<file path="config.mk">
export PLATFORM = sky130hd
export DESIGN_NAME = synth_cfg_device_flat
export DESIGN_NICKNAME = d
export VERILOG_FILES = /design/src/synth_cfg_pkg.sv /design/src/synth_serial_if.sv /design/src/synth_cfg_device.sv /design/src/flat_wrapper.sv
export SDC_FILE = /design/constraint.sdc
export NUM_CORES = 1
export LEC_CHECK = 0
export BUFFER_PORTS_ARGS = -buffer_cell sky130_fd_sc_hd__buf_2
export CAP_MARGIN = 20
export CORE_ASPECT_RATIO = 1.1
export CORE_MARGIN = 3
export CORE_UTILIZATION = 56
export DETAILED_ROUTE_END_ITERATION = 6
export PLACE_DENSITY = 0.88
export SYNTH_ARGS = -nofsm -noshare
export SYNTH_HDL_FRONTEND = slang
export SYNTH_SLANG_ARGS = --single-unit
</file>
<file path="constraint.sdc">
create_clock -name clk_sys_in -period 5.1 [get_ports clk_sys_in]
set_clock_uncertainty 0.2 [all_clocks]
set_input_delay 1.02 -clock clk_sys_in [delete_from_list [all_inputs] [get_ports clk_sys_in]]
set_output_delay 1.02 -clock clk_sys_in [all_outputs]
set_load 0.02 [all_outputs]
</file>
<file path="src/synth_cfg_pkg.sv">
// Constants shared by both ends of the synthesizer configuration link.
// Assumes a single 20 MHz system clock on each end.
package synth_cfg_pkg;

  // ****************************************
  // Word and register selection
  // ****************************************
  localparam int         WORD_W       = 32;
  localparam int         NUM_REGS     = 6;
  localparam logic [2:0] SEL_INT_FRACTIONAL_NUMERATOR = 3'h0;
  localparam logic [2:0] SEL_MOD      = 3'h1;
  localparam logic [2:0] SEL_REF      = 3'h2;
  localparam logic [2:0] SEL_CSR      = 3'h3;
  localparam logic [2:0] SEL_OUT_BAND = 3'h4;
  localparam logic [2:0] SEL_LOCK_PIN = 3'h5;
  localparam logic [31:0] WORD_RESET  = 32'h0000_0000;

  // ****************************************
  // Field positions
  // ****************************************
  localparam int INT_LSB     = 15;
  localparam int FRACTIONAL_NUMERATOR_LSB    = 3;
  localparam int MOD_LSB     = 3;
  localparam int DBL_BIT     = 25;
  localparam int HALF_BIT    = 24;
  localparam int RCNT_LSB    = 14;
  localparam int CSR_BIT     = 18;
  localparam int DIVSEL_LSB  = 20;
  localparam int BAND_LSB    = 12;
  localparam int VCO_PD_BIT  = 11;
  localparam int MUTE_BIT    = 10;
  localparam int AUX_SEL_BIT = 9;
  localparam int AUX_EN_BIT  = 8;
  localparam int AUX_PWR_LSB = 6;
  localparam int RF_EN_BIT   = 5;
  localparam int RF_PWR_LSB  = 3;
  localparam int LD_MODE_LSB = 22;

  // ****************************************
  // Lock pin modes
  // ****************************************
  localparam logic [1:0] LD_MODE_LOW  = 2'h0;
  localparam logic [1:0] LD_MODE_LOCK = 2'h1;
  localparam logic [1:0] LD_MODE_HIGH = 2'h3;

  // ****************************************
  // Counts and limits
  // ****************************************
  localparam logic [5:0]  LOCK_CYCLES      = 6'h28;
  localparam logic [2:0]  CP_CELLS_MAX     = 3'h7;
  localparam int          PHASE_ERR_NS     = 10;
  localparam logic [31:0] BAND_CLK_MAX_KHZ = 32'h0000_007D;
  localparam logic [31:0] PFD_MAX_KHZ      = 32'h0000_7D00;
  localparam int          SYS_CLK_KHZ      = 20000;
  localparam int          SER_PHASE_NS     = 200;
  localparam int          SER_PHASE_CYCLES = (SER_PHASE_NS * SYS_CLK_KHZ + 999999) / 1000000;

endpackage : synth_cfg_pkg

</file>
<file path="src/synth_serial_if.sv">
// Three-wire serial link between host and synthesizer configuration logic.
// Assumes the host drives all three wires; the device only listens.
`timescale 1ns/1ps
interface synth_serial_if;
  logic ser_clk;
  logic ser_data;
  logic ser_le;

  modport host   (output ser_clk, output ser_data, output ser_le);
  modport device (input ser_clk, input ser_data, input ser_le);
endinterface : synth_serial_if

</file>
<file path="src/synth_cfg_device.sv">
// Device end: latches control words and drives output, band and lock logic.
// Assumes serial link, reference and loop status inputs are asynchronous
// and each level lasts at least three system clocks.
`timescale 1ns/1ps
// How it works
// - Band select clock divides reference counter output.
// - Host flags band select clock above 125 kHz on limit_warn_out.
// - Word four bit 11 powers VCO down.
// - Mute holds primary RF output off until lock.
// - Bit 9 picks divided or direct VCO.
// - Bit 8 enables auxiliary RF output.
// - Bits 7-6 set auxiliary output power.
// - Bit 5 enables primary RF output.
// - Bits 4-3 set primary output power.
// - Select bits 101 write word five.
// - Word five bits 23-22 set lock pin.
// - Host writes words five down to zero.
// - Output ratio is N plus fraction over divider.
// - Comparison ratio (1+D) over R times (1+T).
// - Host flags comparison rate above 32 MHz on limit_warn_out.
// - Fractional modulus is twelve bits wide.
// - Each imminent slip adds a cell, seven maximum.
// - Past target, cells drop one by one.
// - Word three bit 18 enables slip reduction.
// - Host forces halving when duty cycle is poor and slip reduction is on.
// - Halving divides reference counter output by two.
// - Select bits 100 write word four.
// - Lock after 40 good comparison cycles.
module synth_cfg_device
  import synth_cfg_pkg::*;
(
  input  wire logic        clk_sys_in,
  input  wire logic        rst_n_in,
  synth_serial_if.device   link,
  input  wire logic        ref_in,
  input  wire logic        phase_ok_in,
  input  wire logic        slip_imminent_in,
  input  wire logic        past_target_in,
  output logic             vco_en_out,
  output logic             rf_en_out,
  output logic [1:0]       rf_pwr_out,
  output logic             aux_en_out,
  output logic             aux_sel_out,
  output logic [1:0]       aux_pwr_out,
  output logic [2:0]       div_sel_out,
  output logic             band_tick_out,
  output logic             cmp_pulse_out,
  output logic             digital_lock_out,
  output logic             ld_pin_out,
  output logic             csr_en_out,
  output logic [2:0]       cp_cells_out,
  output logic [11:0]      fractional_modulus_out,
  output logic [27:0]      vco_ratio_num_out,
  output logic [15:0]      out_ratio_den_out,
  output logic [1:0]       pfd_ratio_num_out,
  output logic [10:0]      pfd_ratio_den_out
);

  logic [6:0]  sync1_reg;
  logic [6:0]  sync2_reg;
  logic [6:0]  prev_reg;
  logic [31:0] shift_reg;
  logic [31:0] word_reg [NUM_REGS];
  logic [9:0]  r_cnt_reg;
  logic        r_pulse_reg;
  logic        half_reg;
  logic        cmp_pulse_reg;
  logic [7:0]  band_cnt_reg;
  logic        band_tick_reg;
  logic [5:0]  lock_cnt_reg;
  logic        lock_reg;
  logic [2:0]  cells_reg;
  logic        falling_reg;
  logic [27:0] vco_num_reg;
  logic [15:0] out_den_reg;
  logic [10:0] pfd_den_reg;

  // ****************************************
  // Input synchronisers and edges
  // ****************************************
  wire [6:0] raw_in = {past_target_in, slip_imminent_in, phase_ok_in, ref_in, link.ser_le, link.ser_data, link.ser_clk};
  wire       sclk_rise = sync2_reg[0] && !prev_reg[0];
  wire       sdata     = sync2_reg[1];
  wire       le_rise   = sync2_reg[2] && !prev_reg[2];
  wire       ref_rise  = sync2_reg[3] && !prev_reg[3];
  wire       ref_fall  = !sync2_reg[3] && prev_reg[3];
  wire       phase_ok  = sync2_reg[4];
  wire       slip      = sync2_reg[5];
  wire       past      = sync2_reg[6];

  always_ff @(posedge clk_sys_in or negedge rst_n_in) begin
    if (!rst_n_in) begin
      sync1_reg <= 7'h00;
      sync2_reg <= 7'h00;
      prev_reg  <= 7'h00;
    end else begin
      sync1_reg <= raw_in;
      sync2_reg <= sync1_reg;
      prev_reg  <= sync2_reg;
    end
  end

  // ****************************************
  // Serial shift and word latch
  // ****************************************
  wire [2:0] sel = shift_reg[2:0];

  always_ff @(posedge clk_sys_in or negedge rst_n_in) begin
    if (!rst_n_in) begin
      shift_reg <= WORD_RESET;
    end else if (sclk_rise) begin
      shift_reg <= {shift_reg[30:0], sdata};
    end
  end

  always_ff @(posedge clk_sys_in or negedge rst_n_in) begin
    if (!rst_n_in) begin
      for (int i = 0; i < NUM_REGS; i++) begin
        word_reg[i] <= WORD_RESET;
      end
    end else if (le_rise && (sel <= SEL_LOCK_PIN)) begin
      word_reg[sel] <= shift_reg;
    end
  end

  // ****************************************
  // Field decode
  // ****************************************
  wire [31:0] w_out   = word_reg[SEL_OUT_BAND];
  wire [15:0] n_int   = word_reg[SEL_INT_FRACTIONAL_NUMERATOR][INT_LSB +: 16];
  wire [11:0] n_fractional_numerator  = word_reg[SEL_INT_FRACTIONAL_NUMERATOR][FRACTIONAL_NUMERATOR_LSB +: 12];
  wire [11:0] n_mod   = word_reg[SEL_MOD][MOD_LSB +: 12];
  wire        dbl     = word_reg[SEL_REF][DBL_BIT];
  wire        halving = word_reg[SEL_REF][HALF_BIT];
  wire [9:0]  r_div   = word_reg[SEL_REF][RCNT_LSB +: 10];
  wire [9:0]  r_last  = (r_div == 10'h000) ? 10'h000 : r_div - 10'h001;
  wire        csr_en  = word_reg[SEL_CSR][CSR_BIT];
  wire [7:0]  b_div   = w_out[BAND_LSB +: 8];
  wire [7:0]  b_last  = (b_div == 8'h00) ? 8'h00 : b_div - 8'h01;
  wire [1:0]  ld_mode = word_reg[SEL_LOCK_PIN][LD_MODE_LSB +: 2];
  wire        vco_on  = !w_out[VCO_PD_BIT];
  wire        muted   = w_out[MUTE_BIT] && !lock_reg;

  assign vco_en_out             = vco_on;
  assign rf_en_out              = w_out[RF_EN_BIT] && vco_on && !muted;
  assign rf_pwr_out             = w_out[RF_PWR_LSB +: 2];
  assign aux_en_out             = w_out[AUX_EN_BIT] && vco_on;
  assign aux_sel_out            = w_out[AUX_SEL_BIT];
  assign aux_pwr_out            = w_out[AUX_PWR_LSB +: 2];
  assign div_sel_out            = w_out[DIVSEL_LSB +: 3];
  assign band_tick_out          = band_tick_reg;
  assign cmp_pulse_out          = cmp_pulse_reg;
  assign digital_lock_out       = lock_reg;
  assign csr_en_out             = csr_en;
  assign cp_cells_out           = cells_reg;
  assign fractional_modulus_out = n_mod;
  assign vco_ratio_num_out      = vco_num_reg;
  assign out_ratio_den_out      = out_den_reg;
  assign pfd_ratio_num_out      = {1'b0, 1'b1} + {1'b0, dbl};
  assign pfd_ratio_den_out      = pfd_den_reg;
  assign ld_pin_out             = (ld_mode == LD_MODE_HIGH) || ((ld_mode == LD_MODE_LOCK) && lock_reg);

  // ****************************************
  // Frequency ratios
  // ****************************************
  always_ff @(posedge clk_sys_in or negedge rst_n_in) begin
    if (!rst_n_in) begin
      vco_num_reg <= 28'h000_0000;
      out_den_reg <= 16'h0000;
      pfd_den_reg <= 11'h000;
    end else begin
      vco_num_reg <= n_int * n_mod + {16'h0000, n_fractional_numerator};
      out_den_reg <= {4'h0, n_mod} << div_sel_out;
      pfd_den_reg <= {1'b0, r_div} << halving;
    end
  end

  // ****************************************
  // Reference counter, halving and band clock
  // ****************************************
  wire ref_edge = ref_rise || (dbl && ref_fall);
  wire r_end    = ref_edge && (r_cnt_reg >= r_last);

  always_ff @(posedge clk_sys_in or negedge rst_n_in) begin
    if (!rst_n_in) begin
      r_cnt_reg     <= 10'h000;
      r_pulse_reg   <= 1'b0;
      half_reg      <= 1'b0;
      cmp_pulse_reg <= 1'b0;
    end else begin
      r_pulse_reg   <= r_end;
      cmp_pulse_reg <= r_pulse_reg && (!halving || !half_reg);
      if (r_end) begin
        r_cnt_reg <= 10'h000;
      end else if (ref_edge) begin
        r_cnt_reg <= r_cnt_reg + 10'h001;
      end
      if (!halving) begin
        half_reg <= 1'b0;
      end else if (r_pulse_reg) begin
        half_reg <= !half_reg;
      end
    end
  end

  always_ff @(posedge clk_sys_in or negedge rst_n_in) begin
    if (!rst_n_in) begin
      band_cnt_reg  <= 8'h00;
      band_tick_reg <= 1'b0;
    end else begin
      band_tick_reg <= r_pulse_reg && (band_cnt_reg >= b_last);
      if (r_pulse_reg) begin
        band_cnt_reg <= (band_cnt_reg >= b_last) ? 8'h00 : band_cnt_reg + 8'h01;
      end
    end
  end

  // ****************************************
  // Digital lock detect
  // ****************************************
  always_ff @(posedge clk_sys_in or negedge rst_n_in) begin
    if (!rst_n_in) begin
      lock_cnt_reg <= 6'h00;
      lock_reg     <= 1'b0;
    end else if (!vco_on) begin
      lock_cnt_reg <= 6'h00;
      lock_reg     <= 1'b0;
    end else if (cmp_pulse_reg) begin
      if (!phase_ok) begin
        lock_cnt_reg <= 6'h00;
        lock_reg     <= 1'b0;
      end else if (lock_cnt_reg < LOCK_CYCLES) begin
        lock_cnt_reg <= lock_cnt_reg + 6'h01;
        lock_reg     <= (lock_cnt_reg == LOCK_CYCLES - 6'h01);
      end
    end
  end

  // ****************************************
  // Cycle slip reduction cells
  // ****************************************
  always_ff @(posedge clk_sys_in or negedge rst_n_in) begin
    if (!rst_n_in) begin
      cells_reg   <= 3'h0;
      falling_reg <= 1'b0;
    end else if (!csr_en) begin
      cells_reg   <= 3'h0;
      falling_reg <= 1'b0;
    end else if (cmp_pulse_reg) begin
      if (past || falling_reg) begin
        falling_reg <= (cells_reg > 3'h1);
        if (cells_reg != 3'h0) begin
          cells_reg <= cells_reg - 3'h1;
        end
      end else if (slip && (cells_reg < CP_CELLS_MAX)) begin
        cells_reg <= cells_reg + 3'h1;
      end
    end
  end

endmodule : synth_cfg_device

</file>
<file path="src/flat_wrapper.sv">
// flat-port wrapper written by rule: the top's interface ports become plain ports
module synth_cfg_device_flat import synth_cfg_pkg::*;
  (clk_sys_in, rst_n_in, ref_in, phase_ok_in, slip_imminent_in, past_target_in, vco_en_out, rf_en_out, rf_pwr_out, aux_en_out, aux_sel_out, aux_pwr_out, div_sel_out, band_tick_out, cmp_pulse_out, digital_lock_out, ld_pin_out, csr_en_out, cp_cells_out, fractional_modulus_out, vco_ratio_num_out, out_ratio_den_out, pfd_ratio_num_out, pfd_ratio_den_out, link_ser_clk, link_ser_data, link_ser_le);
  synth_serial_if link_i ();
  input  wire logic clk_sys_in;
  input  wire logic rst_n_in;
  input  wire logic ref_in;
  input  wire logic phase_ok_in;
  input  wire logic slip_imminent_in;
  input  wire logic past_target_in;
  output logic vco_en_out;
  output logic rf_en_out;
  output logic [1:0] rf_pwr_out;
  output logic aux_en_out;
  output logic aux_sel_out;
  output logic [1:0] aux_pwr_out;
  output logic [2:0] div_sel_out;
  output logic band_tick_out;
  output logic cmp_pulse_out;
  output logic digital_lock_out;
  output logic ld_pin_out;
  output logic csr_en_out;
  output logic [2:0] cp_cells_out;
  output logic [11:0] fractional_modulus_out;
  output logic [27:0] vco_ratio_num_out;
  output logic [15:0] out_ratio_den_out;
  output logic [1:0] pfd_ratio_num_out;
  output logic [10:0] pfd_ratio_den_out;
  input wire logic [$bits(link_i.ser_clk)-1:0] link_ser_clk;
  input wire logic [$bits(link_i.ser_data)-1:0] link_ser_data;
  input wire logic [$bits(link_i.ser_le)-1:0] link_ser_le;
  assign link_i.ser_clk = link_ser_clk;
  assign link_i.ser_data = link_ser_data;
  assign link_i.ser_le = link_ser_le;
  synth_cfg_device u_core (.clk_sys_in(clk_sys_in), .rst_n_in(rst_n_in), .link(link_i), .ref_in(ref_in), .phase_ok_in(phase_ok_in), .slip_imminent_in(slip_imminent_in), .past_target_in(past_target_in), .vco_en_out(vco_en_out), .rf_en_out(rf_en_out), .rf_pwr_out(rf_pwr_out), .aux_en_out(aux_en_out), .aux_sel_out(aux_sel_out), .aux_pwr_out(aux_pwr_out), .div_sel_out(div_sel_out), .band_tick_out(band_tick_out), .cmp_pulse_out(cmp_pulse_out), .digital_lock_out(digital_lock_out), .ld_pin_out(ld_pin_out), .csr_en_out(csr_en_out), .cp_cells_out(cp_cells_out), .fractional_modulus_out(fractional_modulus_out), .vco_ratio_num_out(vco_ratio_num_out), .out_ratio_den_out(out_ratio_den_out), .pfd_ratio_num_out(pfd_ratio_num_out), .pfd_ratio_den_out(pfd_ratio_den_out));
endmodule
</file>
### After elaboration in Yosys (flattened, before gate mapping)

Cells that the tools add are included.

* flip-flop bits (word level): 330
* input port bits: 9
* output and inout bits: 88
* word-level logic and storage cells: 116

* add/subtract/negate cells: 9
* $mul: 1
* magnitude comparators: 8
* equality and inequality tests: 9
* shifts and indexed selects: 2
* muxes and demuxes: 26
* bitwise operators: 1
* reduce and logical (&&, ||, !) cells: 37

Operator list (count)
* $bwmux W192: 1
* $demux W32 S3: 1
* $mux W32: 1
* $mux W10: 3
* $add A28 B12 Y28: 1
* $mul A16 B12 Y28: 1
* $mux W6: 4
* $logic_and A1 B1 Y1: 16
* $mux W8: 2
* $shl A12 B3 Y16: 1
* $mux W3: 5
* $shl A10 B1 Y11: 1
* $add A10 B1 Y10 const B: 1
* $ge A10 B10 Y1: 1
* $logic_not A10 Y1: 1
* $sub A10 B1 Y10 const B: 1
* $logic_not A1 Y1: 9
* $mux W1: 9
* $ne A3 B3 Y1 const B: 3
* $add A8 B1 Y8 const B: 1
* $ge A8 B8 Y1: 1
* $logic_not A8 Y1: 1
* $sub A8 B1 Y8 const B: 1
* $add A6 B1 Y6 const B: 1
* 19 further kinds: 26

### Longest topological paths before layout

* depth after elaboration: 6
* gate-level depth with buffers: 22
* depth with buffers taken out: 19

### Worst setup path after synthesis

Ideal clock, no wire load.

* path kind: flip-flop to flip-flop
* start: reg u_core.word_reg, in the netlist u_core.fractional_modulus_out[11]
* end: reg u_core.vco_num_reg[24] (netlist: u_core.vco_ratio_num_out[24])
* setup time: 0.080 ns
* arrival time: 5.395 ns
* required time: 4.820 ns
* setup slack: -0.575 ns
* cell stages (with the launch flop): 21
* buffers on the path: 2
* period minus slack after synthesis: 5.675 ns
* cells stage by stage: dfrtp_1 -> clkbuf_1 -> clkbuf_1 -> and2_1 -> fa_1 -> inv_1 -> fa_1 -> fa_1 -> inv_1 -> fa_1 -> inv_1 -> fa_1 -> inv_1 -> ha_1 -> and2_1 -> a221oi_2 -> o21ai_1 -> a221o_1 -> a31o_1 -> a21oi_2 -> xnor2_1

* cells in the longest elaborated chain, start to end: 2

RTL lines
* start: declaration: line synth_cfg_device.sv:63 `logic [31:0] word_reg [NUM_REGS];`
* start signal: indexed assignment: line synth_cfg_device.sv:122 `word_reg[sel] <= shift_reg;`
* $mul A16 B12 Y28: line synth_cfg_device.sv:172 `vco_num_reg <= n_int * n_mod + {16'h0000, n_fractional_numerator};`
* $add A28 B12 Y28: line synth_cfg_device.sv:172
* end signal: assignment: line synth_cfg_device.sv:172
* end: declaration: line synth_cfg_device.sv:74 `logic [27:0] vco_num_reg;`

No other way between the ends.
A chain may end at the register's enable or synchronous reset.

### Worst setup path in the final report

* start: reg u_core.word_reg, in the netlist u_core.n_int[9]
* end: reg u_core.vco_num_reg[24] (netlist: u_core.vco_ratio_num_out[24])

The elaborated chain is that of the path after synthesis.

==> reports/results.txt <==
status: finished with violations
failing checks: negative setup slack
die area: 0.0296 mm2
WP depth: 18
# nets final: 1991
crit path max fanout: 6
RD Place Congestion: 0.892
Post-synth EDFFs: 0
Synth Area in Simple Gates: 12.5%
period utilization: 107%
Hold Crit Class: reg -> reg
Syn Nets: 1753
Placed Instances: 1975
total grt overflow: 0
slowest CP cell: fa_2
slowest stage delay, CP: 0.59 ns
Post-synth top flop: dfrtp_1
Crit Path Class: reg -> reg
sequential share of the synthesized area: 34.2%
CTS tree: done
compound-gate portion of the synthesized area: 5.66%
pin count of the biggest net entering global routing: 93
Post-DP HPWL: 26700 um
Die W: 164 um
Post-CTS Hold Fix Bufs: 0
max cap viols: 0
Final setup viols: 15
Routed Antenna Nets: 0
Root Driver: clkbuf_16
Syn Std Cell Area: 0.0155 mm2
global-route wire length before repair: 66700 um
Largest register FFs: 31
Cells after Synth: 1490
Fin. Hold Viols: 0
initial antenna violation count: 0
placed inst area: 0.0171 mm2
fraction of registers with async set/reset: 100%
Routed WL per cell: 21.5 um
DRC: 0
Fillers: 1580
arrival time at the worst endpoint: 5.73 ns
Bufs and invs on worst path: 4
Total Routing Usage GR: 28.3%
Worst-Margin Slew: 1.14 ns
Max Clk Rate: 183 MHz
most frequent cells in the layout: inv_1 (209), dfrtp_1 (189), buf_4 (162)
worst path cell trace: buf_4 -> nand2_1 -> fa_2 -> inv_1 -> fa_2 -> fa_2 -> fa_1 -> inv_1 -> fa_1 -> inv_2 -> ha_4 -> a21o_1 -> a221oi_4 -> o21ai_2 -> a221o_1 -> a31o_1 -> a21oi_2 -> xnor2_1
Crit path top cell by count: fa_2
I/O Pins: 97
largest family of logic cells by synthesized area: adder cells
final worst slack: -0.369 ns
Synth Register Bits: 211
Synth Area in Adders: 27.9%
Worst Path Required: 5.37 ns
Finished Layout Cells: 2100
total CTS buffers: 22
number of global-route vias before repair: 13204
Pre-Repair DR Iteration Count: 6
core area: 0.0270 mm2
initial DRC count: 1402
initial core utilization: 57.2%
die height: 180 um
post-synth cell types: 56
final WL: 45100 um
post-layout instance area: 0.0191 mm2
post-synthesis xor/xnor area fraction: 2.66%
commonest non-fill, non-tap cell in the layout: inv_1
normalized max-slew margin: 24.0%
peak supply drop: 0.420 mV
Crit path max-delay family: adder cells
Clock Latency Late Sink: 0.55 ns
area grow syn2layout: 23.6%
Avg Inst Size Synth: 10.4 um2
Final Max Slew Viols: 0
cell area power density: 315 mW/mm2
mux share of post-synthesis cell area: 9.33%
kind of end point of the critical path: flip-flop
setup slack, reg-to-reg: -0.37 ns
Worst Hold Depth: 0
setup_tns: -3.45 ns
Antenna diodes: 0
H-tree depth: 1
Vias: 12613
share of cells above drive strength 1: 34.4%
clock transition at the registers of the reported paths: 0.06 ns
clock buffer depth: 3
warnings from Yosys: 0
crit start category: flip-flop
post-DR vias/cell: 6.01
RSZ-0062 raised after global routing: yes
P_leak: 9.77 nW
FP Rows: 63
final worst path period need: 5.47 ns
PortBufs: 96
clk sinks: 211
cells on worst reg2reg path: 18
-- metrics by stage --
step / hold slack, ns / util (%) / worst slack [ns] / total power, mW
floorplan: 0.131 / - / -0.121 / 3.26
global route: 0.154 / 70.6 / -0.467 / 6.26
global placement: 0.132 / 63.2 / -0.177 / 3.75
CTS: 0.150 / 68.9 / -0.124 / 5.79
detailed placement: 0.136 / 63.2 / -0.327 / 3.84
finish: 0.148 / 70.6 / -0.369 / 6.02
-- synthesized netlist by cell type, types with 4 or more instances --
master    instances  area, um2
o21ai_0          40        200
nand2_1         172        646
dfrtp_1         211       5280
inv_1           237        890
a21o_1           12       90.1
o21a_1            4       30.0
nor3b_1           4       30.0
o31ai_1           4       30.0
and3_1            8       50.1
nor2_1           44        165
mux2i_1          18        180
and2_1           99        619
nand3_1          22        110
a21oi_1          38        190
nand4_1           9       56.3
nand3b_1          4       30.0
nor2b_1          12       75.1
nand2b_1         10       62.6
buf_4             8       60.1
clkbuf_1         60        225
ha_1            103       1290
fa_1            151       3020
mux2_2          110       1240
xnor2_1          21        184
xor2_1           26        228
nor3_1            8       40.0
a31oi_1           9       56.3
-- routing by layer --
layer	track usage [%]	vias to the layer above	routed length, um
li1	-	5183	-
met1	33.8	6242	15600
met2	47.7	865	22200
met3	5.03	323	3980
met4	16.4	0	3350
met5	0	-	0
-- worst paths after layout --
check                                         start                            to
worst min-delay path            u_core.sync1_reg[5]           u_core.sync2_reg[5]
worst max register to register      u_core.n_int[9]  u_core.vco_ratio_num_out[24]
min in group asynchronous                  rst_n_in               u_core.n_int[5]
worst max-delay path                u_core.n_int[9]  u_core.vco_ratio_num_out[24]
max in group asynchronous                  rst_n_in           u_core.r_cnt_reg[2]
worst min register to register  u_core.sync1_reg[5]           u_core.sync2_reg[5]
-- kinds of logic (layout without fill, tap and decap cells) --
kind of cell / after synthesis / count (layout)
xor gates and xnor gates: 47 / 47
adders and majority gates: 254 / 254
and+or+nand+nor: 398 / 398
buffers and inverters: 311 / 564
muxes: 129 / 129
DFF: 211 / 211
AOI/OAI and AO/OA: 140 / 140
-- cell type report --
class                   count  area [um2]  area share, %
clock buffers              26         596           3.12
clock inverters            13         178          0.931
well taps                 357         447           2.34
inverters                 238         893           4.68
flip-flops and latches    211        5310           27.8
repair buffers            287        2110           11.0
multi-input cells         968        9560           50.1
-- timing repair --
item / CTS / global route
cloned: 0 / 1
resized for setup: 76 / 72
pin swaps: 54 / 83
setup buffers: 63 / 24
endpoints found under the setup margin: 16 / 17
-- where the power goes --
group / internal [mW] / switching (mW)
registers: 1.94 / 0.276
clock network: 0.997 / 0.718
logic: 0.887 / 1.21
total: 3.82 / 2.20
No activity file was read; power rests on OpenSTA's default activity.
